**config.mk**
```make
export PLATFORM = sky130hd
export DESIGN_NAME = tcc_timer
export DESIGN_NICKNAME = d
export VERILOG_FILES = /design/src/common/tcc_pkg.sv /design/src/rtl/tcc_edge_detect.sv /design/src/rtl/tcc_timer.sv
export VERILOG_INCLUDE_DIRS = /design/src /design/src/common
export SDC_FILE = /design/constraint.sdc
export NUM_CORES = 1
export LEC_CHECK = 0
export ABC_AREA = 1
export BUFFER_PORTS_ARGS = -buffer_cell sky130_fd_sc_hd__buf_2
export CORE_ASPECT_RATIO = 1.75
export CORE_MARGIN = 3
export CORE_UTILIZATION = 60
export CTS_CLUSTER_DIAMETER = 80
export DETAILED_ROUTE_END_ITERATION = 7
export GPL_ROUTABILITY_DRIVEN = 0
export PLACE_DENSITY = 0.9
export SKIP_CTS_REPAIR_TIMING = 1
export SYNTH_ARGS = -nofsm -noshare
export SYNTH_HDL_FRONTEND = slang
export SYNTH_SLANG_ARGS = --single-unit
```
**constraint.sdc**
```tcl
create_clock -name clk -period 5.24 [get_ports clk]
set_clock_uncertainty 0.1 [all_clocks]
set_input_delay 0.524 -clock clk [delete_from_list [all_inputs] [get_ports clk]]
set_output_delay 0.524 -clock clk [all_outputs]
set_load 0.05 [all_outputs]
```
**src/common/tcc_defs.svh**
```systemverilog
// register offsets, field positions, reset values and counter limits for the timer capture/compare block
`ifndef TCC_DEFS_SVH
`define TCC_DEFS_SVH

// register byte addresses (word aligned)
`define TCC_OFF_SECONDARY   16'hff14
`define TCC_OFF_PRIMARY     16'hff18
`define TCC_OFF_COUNTER     16'hff1c
`define TCC_OFF_MODE        16'hff20
`define TCC_OFF_CAPCTL      16'hff24
`define TCC_OFF_OUTCTL      16'hff28
`define TCC_OFF_PRESCALE    16'hff2c
`define TCC_OFF_STATUS      16'hff30
`define TCC_OFF_MASK        16'hff34

// reset values
`define TCC_RST_CC          16'h0000
`define TCC_RST_MASK        4'hf

// mode control fields
`define TCC_MODE_LSB        0
`define TCC_MODE_W          2

// capture/compare control fields
`define TCC_CAP_PRI_BIT     0
`define TCC_CAP_SEC_BIT     1

// output control fields
`define TCC_OUT_EN_BIT      0

// prescaler: trigger edge selects, 2 bits each (00 fall, 01 rise, 1x both)
`define TCC_EDGE_FIRST_LSB  4
`define TCC_EDGE_SECOND_LSB 6

// status / mask bit positions
`define TCC_ST_SEC_MATCH    0
`define TCC_ST_PRI_MATCH    1
`define TCC_ST_OVERFLOW     2
`define TCC_ST_CAPTURE      3
`define TCC_ST_W            4

// counter limits
`define TCC_COUNT_ZERO      16'h0000
`define TCC_COUNT_ONE       16'h0001
`define TCC_COUNT_MAX       16'hffff

`endif

```
**src/common/tcc_pkg.sv**
```systemverilog
// types shared by the timer capture/compare block
package tcc_pkg;

	// operating mode held in the mode control register
	typedef enum logic [1:0]
	{
		TCC_STOP,
		TCC_CLEAR_ON_EDGE,
		TCC_FREE_RUN,
		TCC_CLEAR_ON_MATCH
	} tcc_mode_t;

	// avalon-mm request from the master
	typedef struct packed
	{
		logic        read;
		logic        write;
		logic [15:0] address;
		logic [31:0] writedata;
	} tcc_req_t;

	// avalon-mm answer to the master
	typedef struct packed
	{
		logic        waitrequest;
		logic [31:0] readdata;
	} tcc_rsp_t;

	// conditioned pin events for one cycle
	typedef struct packed
	{
		logic first;
		logic second;
	} tcc_edges_t;

endpackage

```
**src/rtl/tcc_edge_detect.sv**
```systemverilog
// selectable-polarity edge detector for the capture trigger pins
`timescale 1ns/1ps
`include "tcc_defs.svh"

module tcc_edge_detect
(
	// clock and reset
	input  wire logic       clk,
	input  wire logic       rst_b,
	input  wire logic       clkEn,
	// pin and edge select
	input  wire logic       pinIn,
	input  wire logic [1:0] edgeSel,
	// detected valid edge, one cycle
	output logic            validEdge
);

	logic pinPrev_q;   // pin level one cycle ago

	////////////////////////////////////////////////////////////////////////
	// remember previous pin level
	always_ff @(posedge clk or negedge rst_b)
	begin
		if (!rst_b)
			pinPrev_q <= 1'b0;
		else if (clkEn)
			pinPrev_q <= pinIn;
	end

	////////////////////////////////////////////////////////////////////////
	// pick the edge polarity
	always_comb
	begin
		if (edgeSel[1])
			validEdge = clkEn & (pinIn ^ pinPrev_q);        // both edges
		else if (edgeSel[0])
			validEdge = clkEn & pinIn & ~pinPrev_q;         // rising
		else
			validEdge = clkEn & ~pinIn & pinPrev_q;         // falling
	end

endmodule

```
**src/rtl/tcc_timer.sv**
```systemverilog
// 16-bit timer channel with two capture/compare registers behind an avalon-mm slave
//
// The Avalon-MM interface to the registers was left to the implementer.
`timescale 1ns/1ps
`include "tcc_defs.svh"

module tcc_timer
(
	// clock, reset, enable
	input  wire logic              clk,
	input  wire logic              rst_b,
	input  wire logic              clkEn,
	// avalon-mm slave
	input  wire logic [15:0]       avs_address,
	input  wire logic              avs_read,
	input  wire logic              avs_write,
	input  wire logic [31:0]       avs_writedata,
	input  wire logic [3:0]        avs_byteenable,
	output logic [31:0]            avs_readdata,
	output logic                   avs_waitrequest,
	// trigger pins
	input  wire logic              firstTriggerPin,
	input  wire logic              secondTriggerPin,
	// timer output and interrupt
	output logic                   timerOut,
	output logic                   irq
);

	////////////////////////////////////////////////////////////////////////
	// declarations
	// every register below freezes while the clock enable is low
	// status and mask share one bit layout, one bit per event
	logic [15:0]        secondaryCc_q;   // secondary capture/compare
	logic [15:0]        primaryCc_q;     // primary capture/compare
	logic [15:0]        count_q;         // timer counter value
	tcc_pkg::tcc_mode_t mode_q;          // operating mode
	logic [1:0]         capCtl_q;        // capture select per register
	logic               outEn_q;         // square-wave output enable
	logic [7:0]         prescale_q;      // edge selects
	logic [3:0]         status_q;        // sticky events
	logic [3:0]         mask_q;          // interrupt mask, 1 masks
	logic               ack_q;           // bus answer phase
	logic [31:0]        rdData_q;        // read data register
	logic               irq_q;           // interrupt register
	logic               out_q;           // output register
	logic               cleared_q;       // counter was cleared, zero match armed
	tcc_pkg::tcc_edges_t edges;          // valid pin edges
	logic               running;         // counter advancing
	logic               priMatch;        // primary compare equal
	logic               secMatch;        // secondary compare equal
	logic               clearCount;      // counter clears this cycle
	logic               overflow;        // counter wraps this cycle
	logic               wrStrobe;        // write accepted
	logic               rdStrobe;        // read accepted
	logic [3:0]         events;          // events raised this cycle

	// zero value match happens only on 0000->0001 after a clear
	// a nonzero value matches on plain equality with the count
	// the arm flag keeps a freshly started counter from matching
	function automatic logic cmpHit(input logic [15:0] cmpVal, input logic [15:0] cnt, input logic armed);
		logic hit;
		hit = 1'b0;
		if (cmpVal == `TCC_COUNT_ZERO)
			hit = armed && (cnt == `TCC_COUNT_ONE);
		else
			hit = (cnt == cmpVal);
		return hit;
	endfunction

	////////////////////////////////////////////////////////////////////////
	// pin edge detectors
	// pins are sampled as synchronous inputs, no extra stages
	// each detector flags one cycle on the selected polarity
	tcc_edge_detect uFirstEdge
	(
		.clk       (clk),
		.rst_b     (rst_b),
		.clkEn     (clkEn),
		.pinIn     (firstTriggerPin),
		.edgeSel   (prescale_q[`TCC_EDGE_FIRST_LSB +: 2]),
		.validEdge (edges.first)
	);

	tcc_edge_detect uSecondEdge
	(
		.clk       (clk),
		.rst_b     (rst_b),
		.clkEn     (clkEn),
		.pinIn     (secondTriggerPin),
		.edgeSel   (prescale_q[`TCC_EDGE_SECOND_LSB +: 2]),
		.validEdge (edges.second)
	);

	////////////////////////////////////////////////////////////////////////
	// bus strobes: one wait cycle, answer on the next edge
	// a request is taken only while no answer is pending,
	// so a held request is never taken twice
	// every access costs two cycles, back-to-back allowed
	assign wrStrobe = clkEn & avs_write & ~ack_q;
	assign rdStrobe = clkEn & avs_read & ~ack_q;

	////////////////////////////////////////////////////////////////////////
	// counter control terms
	// nonzero matches are seen in the cycle the count equals the value
	// clear-on-match needs a nonzero primary, else it never clears
	// a register set for capture is never compared
	always_comb
	begin
		running  = clkEn && (mode_q != tcc_pkg::TCC_STOP);
		// compare against the current count, not the value after this tick
		priMatch = running && !capCtl_q[`TCC_CAP_PRI_BIT]
		           && cmpHit(primaryCc_q, count_q, cleared_q);
		secMatch = running && !capCtl_q[`TCC_CAP_SEC_BIT]
		           && cmpHit(secondaryCc_q, count_q, cleared_q);
		overflow = running && (count_q == `TCC_COUNT_MAX);
		if (!running)
			clearCount = 1'b0;
		else if (mode_q == tcc_pkg::TCC_CLEAR_ON_EDGE)
			clearCount = edges.first;
		else if (mode_q == tcc_pkg::TCC_CLEAR_ON_MATCH)
			clearCount = priMatch && (primaryCc_q != `TCC_COUNT_ZERO);
		else
			clearCount = 1'b0;
		events = '0;
		events[`TCC_ST_SEC_MATCH] = secMatch;
		events[`TCC_ST_PRI_MATCH] = priMatch;
		events[`TCC_ST_OVERFLOW]  = overflow;
		events[`TCC_ST_CAPTURE]   = clkEn && (
		                            (capCtl_q[`TCC_CAP_SEC_BIT] && edges.first) ||
		                            (capCtl_q[`TCC_CAP_PRI_BIT] && edges.second));
	end

	////////////////////////////////////////////////////////////////////////
	// timer counter
	// a stopped counter sits at zero so a start always begins there
	always_ff @(posedge clk or negedge rst_b)
	begin
		if (!rst_b)
			count_q <= `TCC_RST_CC;
		else if (clkEn)
		begin
			if (mode_q == tcc_pkg::TCC_STOP)
				count_q <= `TCC_COUNT_ZERO;              // stopped counter holds zero
			else if (clearCount)
				count_q <= `TCC_COUNT_ZERO;              // edge or match clear
			else
				count_q <= count_q + `TCC_COUNT_ONE;     // wraps ffff to 0000
		end
		// clock enable low: count frozen, reads see it unchanged
	end

	////////////////////////////////////////////////////////////////////////
	// zero-compare arm: set by a clear, dropped after first step
	// stopping drops the arm, so a start gives no zero match
	// overflow arms it as well, the wrap counts as a clear
	always_ff @(posedge clk or negedge rst_b)
	begin
		if (!rst_b)
			cleared_q <= 1'b0;
		else if (clkEn)
		begin
			if (!running)
				cleared_q <= 1'b0;                       // start gives no zero match
			else if (clearCount || overflow)
				cleared_q <= 1'b1;
			else if (count_q == `TCC_COUNT_ONE)
				cleared_q <= 1'b0;
		end
	end

	////////////////////////////////////////////////////////////////////////
	// secondary register: write, or capture on first pin edge
	// a capture wins over a write in the same cycle,
	// since the captured count cannot be had again
	always_ff @(posedge clk or negedge rst_b)
	begin
		if (!rst_b)
			secondaryCc_q <= `TCC_RST_CC;
		else if (clkEn && capCtl_q[`TCC_CAP_SEC_BIT] && edges.first)
			secondaryCc_q <= count_q;
		else if (wrStrobe && avs_address == `TCC_OFF_SECONDARY)
			secondaryCc_q <= beMerge(secondaryCc_q, avs_writedata[15:0], avs_byteenable[1:0]);
		// compare mode: triggers leave it untouched
	end

	////////////////////////////////////////////////////////////////////////
	// primary register: write, or capture on second pin edge
	// same priority as the secondary register
	always_ff @(posedge clk or negedge rst_b)
	begin
		if (!rst_b)
			primaryCc_q <= `TCC_RST_CC;
		else if (clkEn && capCtl_q[`TCC_CAP_PRI_BIT] && edges.second)
			primaryCc_q <= count_q;
		else if (wrStrobe && avs_address == `TCC_OFF_PRIMARY)
			primaryCc_q <= beMerge(primaryCc_q, avs_writedata[15:0], avs_byteenable[1:0]);
	end

	// byte-lane merge for 16-bit registers
	// upper lanes have no storage and are ignored
	function automatic logic [15:0] beMerge(input logic [15:0] old, input logic [15:0] nw, input logic [1:0] be);
		logic [15:0] res;
		res = old;
		if (be[0])
			res[7:0] = nw[7:0];
		if (be[1])
			res[15:8] = nw[15:8];
		return res;
	endfunction

	////////////////////////////////////////////////////////////////////////
	// control registers
	// control fields live in the low byte lane only
	// unmapped writes fall through and change nothing
	always_ff @(posedge clk or negedge rst_b)
	begin
		if (!rst_b)
		begin
			mode_q     <= tcc_pkg::TCC_STOP;
			capCtl_q   <= 2'h0;
			outEn_q    <= 1'b0;
			prescale_q <= 8'h00;
			mask_q     <= `TCC_RST_MASK;
		end
		else if (wrStrobe && avs_byteenable[0])
		begin
			if (avs_address == `TCC_OFF_MODE)
				mode_q <= tcc_pkg::tcc_mode_t'(avs_writedata[`TCC_MODE_LSB +: `TCC_MODE_W]);
			else if (avs_address == `TCC_OFF_CAPCTL)
				capCtl_q <= avs_writedata[1:0];
			else if (avs_address == `TCC_OFF_OUTCTL)
				outEn_q <= avs_writedata[`TCC_OUT_EN_BIT];
			else if (avs_address == `TCC_OFF_PRESCALE)
				prescale_q <= avs_writedata[7:0];
			else if (avs_address == `TCC_OFF_MASK)
				mask_q <= avs_writedata[`TCC_ST_W-1:0];
		end
	end

	////////////////////////////////////////////////////////////////////////
	// square-wave output: toggles on every primary match
	// disabling the output parks it low
	// in clear-on-match mode the half period is the primary value plus one count
	always_ff @(posedge clk or negedge rst_b)
	begin
		if (!rst_b)
			out_q <= 1'b0;
		else if (clkEn)
		begin
			if (!outEn_q)
				out_q <= 1'b0;
			else if (priMatch)
				out_q <= ~out_q;                         // period 2*(M+1) counts when clearing on match
		end
	end

	////////////////////////////////////////////////////////////////////////
	// sticky status: read clears, a new event wins over the clear
	// the read returns the old bits and clears them in one edge,
	// so an event landing on the read edge is kept for the next read
	always_ff @(posedge clk or negedge rst_b)
	begin
		if (!rst_b)
			status_q <= 4'h0;
		else if (rdStrobe && avs_address == `TCC_OFF_STATUS)
			status_q <= events;
		else if (clkEn)
			status_q <= status_q | events;
	end

	////////////////////////////////////////////////////////////////////////
	// interrupt output
	// registered, so it trails the status bits by one cycle
	always_ff @(posedge clk or negedge rst_b)
	begin
		if (!rst_b)
			irq_q <= 1'b0;
		else if (clkEn)
			irq_q <= |(status_q & ~mask_q);
	end

	////////////////////////////////////////////////////////////////////////
	// bus answer and read data
	// ack pulses for one cycle after each taken request
	// read data is loaded on the taking edge and then holds
	always_ff @(posedge clk or negedge rst_b)
	begin
		if (!rst_b)
		begin
			ack_q    <= 1'b0;
			rdData_q <= 32'h0000_0000;
		end
		else if (clkEn)
		begin
			ack_q <= (avs_read | avs_write) & ~ack_q;
			if (rdStrobe)
			begin
				if (avs_address == `TCC_OFF_SECONDARY)
					rdData_q <= {16'h0000, secondaryCc_q};
				else if (avs_address == `TCC_OFF_PRIMARY)
					rdData_q <= {16'h0000, primaryCc_q};
				else if (avs_address == `TCC_OFF_COUNTER)
					rdData_q <= {16'h0000, count_q};     // plain sample
				else if (avs_address == `TCC_OFF_MODE)
					rdData_q <= {30'h0000_0000, mode_q};
				else if (avs_address == `TCC_OFF_CAPCTL)
					rdData_q <= {30'h0000_0000, capCtl_q};
				else if (avs_address == `TCC_OFF_OUTCTL)
					rdData_q <= {31'h0000_0000, outEn_q};
				else if (avs_address == `TCC_OFF_PRESCALE)
					rdData_q <= {24'h00_0000, prescale_q};
				else if (avs_address == `TCC_OFF_STATUS)
					rdData_q <= {28'h000_0000, status_q};
				else if (avs_address == `TCC_OFF_MASK)
					rdData_q <= {28'h000_0000, mask_q};
				else
					rdData_q <= 32'h0000_0000;           // unmapped reads zero
			end
		end
	end

	// outputs straight from flops
	// only an inverter on waitrequest between these flops and the pins
	assign avs_readdata    = rdData_q;
	assign avs_waitrequest = ~ack_q;
	assign timerOut        = out_q;
	assign irq             = irq_q;

endmodule

```
==> impl_results.md <==
- Vias: 5,608
- Max Buffers Root-to-Sink: 2
- RSZ-0062 raised after global routing: no
- WP data required: between 5000 and 6000 ps
- Critical Setup Path Class: input port to register
- Die height: 136 um
- Seq/Total Area, Yosys: 39.7%
- Post-Synthesis Cells: 788
- Final setup vio count: 0
- Max-slew violations: 0
- Area leader, netlist: dfrtp_1
- Leakage power: between 3 and 4 nW
- Vias per cell: 5.90
- FP Rows: 46
- Share of layout cells above drive strength 1: 12.9%
- H-tree depth: 3
- First-pass GRT wire length: around 26,000 um
- Worst min path class: input port to async pin
- Largest net degree at the start of global routing: 53
- Total Routing Usage GR: 31.2%
- Port Buf Inserts: between 50 and 60
- Setup_tns: 0 ps
- Die area: 10,800 um2
- Yosys reg bits: 91
- CP Data Arrival Time: ~2700 ps
- Critical Path Most Common Cell: o21ai_0
- PwrDens: 232 nW/um2
- Core area: 9210 um2
- Max capacitance violation total: 0
- Worst vdd ir: 0.188 mV
- ANT nets after route: 0
- Yosys warnings: 0
- Area contributors post-synth: dfrtp_1, nand2_1, o21ai_0, inv_1, xor2_1
- Total wire length: 16,300 um
- Clock Root Buffer: clkbuf_16
- Final hold slack: 36.7 ps
- Worst Path Max Fanout: 33
- CP max stage delay: 590 ps
- Num CTS Buffers: 9
- Initial antenna violation count: 0
- DRT Pass-1 Iters: 5
- Clock-pin slew of the registers on the worst-case setup and hold paths: 70 ps
- Synth top area share: 37.8%
- Syn-to-layout area delta: 8.50%
- Cell variety after synth: 40
- Worst Setup End Kind: register
- Cell Chain, Critical Path: buf_2 -> o21ai_0 -> a21oi_1 -> nand2_1 -> nor2_4 -> inv_1 -> o21ai_2 -> o211ai_1 -> o21ai_0
- Inserted Diodes: 0
- Avg Synthesized Cell Area: 7.30 um2
- TritonCTS clock tree: done
- Mapped Area: 5750 um2
- CP startpoint kind: input port
- Clk sink count: 91
- Hpwl dp: ~12,000 um
- Vias in the first global route: 5,514
- Final min period: 2560 ps
- DR WL/cell: 17.2 um
- Initial Util: 62.5%
- Fillers: 822
- Boundary Pins: 94
- CP max stage cell: nor2_4
- Final Hold Viols: 0
- Max-slew headroom: a little over a third
- Crit share post-route: 48.8%
- Status: complete, no violations
- CP Buf/Inv Count: 2
- Crit path max-delay family: compound AO/OA/AOI/OAI gates
- DRT iter0 DRCs: between 400 and 500
- Least-Margin Pin Slew: around 950 ps
- GR Overflow Total: 0
- Nets: 886
- # DRC: 0
- Die width: 80.0 um
- Skew-Pair Late Insertion Delay: 340 ps
- Fmax: 0.391 GHz
[where the power goes]
| group | switching (W) | total, W | internal [W] |
|---|---|---|---|
| Sequential | 0.00000542 | 0.000715 | 0.000710 |
| Clock | 0.000292 | 0.000617 | 0.000325 |
| Combinational | 0.0000890 | 0.000114 | 0.0000250 |
[layer usage]
| layer | global-route usage (%) | part of all wire [%] | up-vias |
|---|---|---|---|
| met5 | 0 | 0 | - |
| met4 | 24.1 | 8.9 | 0 |
| met3 | 6.72 | 6.6 | 100 |
| met2 | 52.3 | 49 | 299 |
| met1 | 33.5 | 35 | 2590 |
| li1 | - | - | 2619 |
[final cells by class]
cell class | instances | area (um2) | share of cell area, %
clock inverter | 7 | 51.3 | 0.822
timing repair buffer | 61 | 313 | 5.01
multi-input combinational | 561 | 2840 | 45.5
sequential | 91 | 2280 | 36.6
inverter | 101 | 379 | 6.07
tap | 120 | 150 | 2.41
clock buffer | 9 | 225 | 3.61
[cells in the mapped netlist, drive strengths merged]
library cell and instances:
nand2 196, inv 101, o21ai 92, dfrtp 87, nor2 65, buf 38
nand3 34, nand4 33, a21oi 29, xor2 28, o211ai 23, nor3 17
clkbuf 12, o22ai 10, xnor2 6, dfstp 4, or2 3, ha 2
nor4 2, o31ai 2, conb 1, nand2b 1, o2111ai 1, o21a 1
[worst paths after layout]
path / endpoint / slack, ps / startpoint / cells after the start
worst max-delay path: secondaryCc_q[1] / 2680 / clkEn / 9
max in group asynchronous: count_q[10] / 3940 / rst_b / 2
min in group clk: uSecondEdge.pinPrev_q / 350 / secondTriggerPin / 3
worst min register to register: avs_readdata[7] / 380 / avs_readdata[7] / 2
worst max register to register: secondaryCc_q[1] / 2790 / prescale_q[4] / 7
worst min-delay path: prescale_q[3] / 40 / rst_b / 1
[metrics by stage]
step / util (%) / cell area (um2) / setup WS (ps) / std cells / power (W)
5_1_grt: 67.8 / 6240 / 2510 / 950 / 0.00149
3_3_place_gp: 64.8 / 5970 / 2440 / 934 / 0.000840
2_1_floorplan: - / 5810 / 3370 / 803 / 0.000805
6_report: 67.8 / 6240 / 2680 / 950 / 0.00145
3_5_place_dp: 64.8 / 5970 / 2420 / 934 / 0.000842
4_1_cts: 67.8 / 6240 / 2760 / 950 / 0.00145
[worst register-to-register path: stages, from the launching register on]
cell      delay (ps)
dfrtp_1          410
o21ai_0          270
nand2_1          130
nor2_4           590
inv_1            260
o21ai_2          310
o211ai_1         190
o21ai_0          110
[flip-flops by register name, indices dropped and copies added, names as in the netlist]
name,count
avs_readdata,16
count_q,16
primaryCc_q,16
secondaryCc_q,16
prescale_q,8
mask_q,4
status_q,4
capCtl_q,2
mode_q,2
ack_q,1
cleared_q,1
irq,1
outEn_q,1
timerOut,1
uFirstEdge.pinPrev_q,1
uSecondEdge.pinPrev_q,1
[kinds of logic after synthesis]
family	count (synthesis)	share of synthesized area, %
XOR/XNOR	34	5.18
other	1	0.0652
flip-flops	91	39.7
adder cells (fa/ha/maj)	2	0.435
AND/OR/NAND/NOR	351	26.8
AO/OA/AOI/OAI	158	15.9
buffers and inverters	151	11.9
[placed cells by master, fill, tap and decap left out, types with 3 or more instances in the layout]
master     count
a21oi_1       28
xor2_1        28
nor2_1        59
o21ai_1        9
o21ai_0       81
inv_6          3
dfstp_2        4
buf_4          3
inv_1         96
nor2_2         4
nand2_1      194
inv_2          5
buf_2         58
dfrtp_1       87
clkbuf_16      9
nand4_1       32
nor3_1        15
nand3_1       32
o22ai_1       10
conb_1        16
o211ai_1      23
xnor2_1        6
No activity file was read; power rests on OpenSTA's default activity.
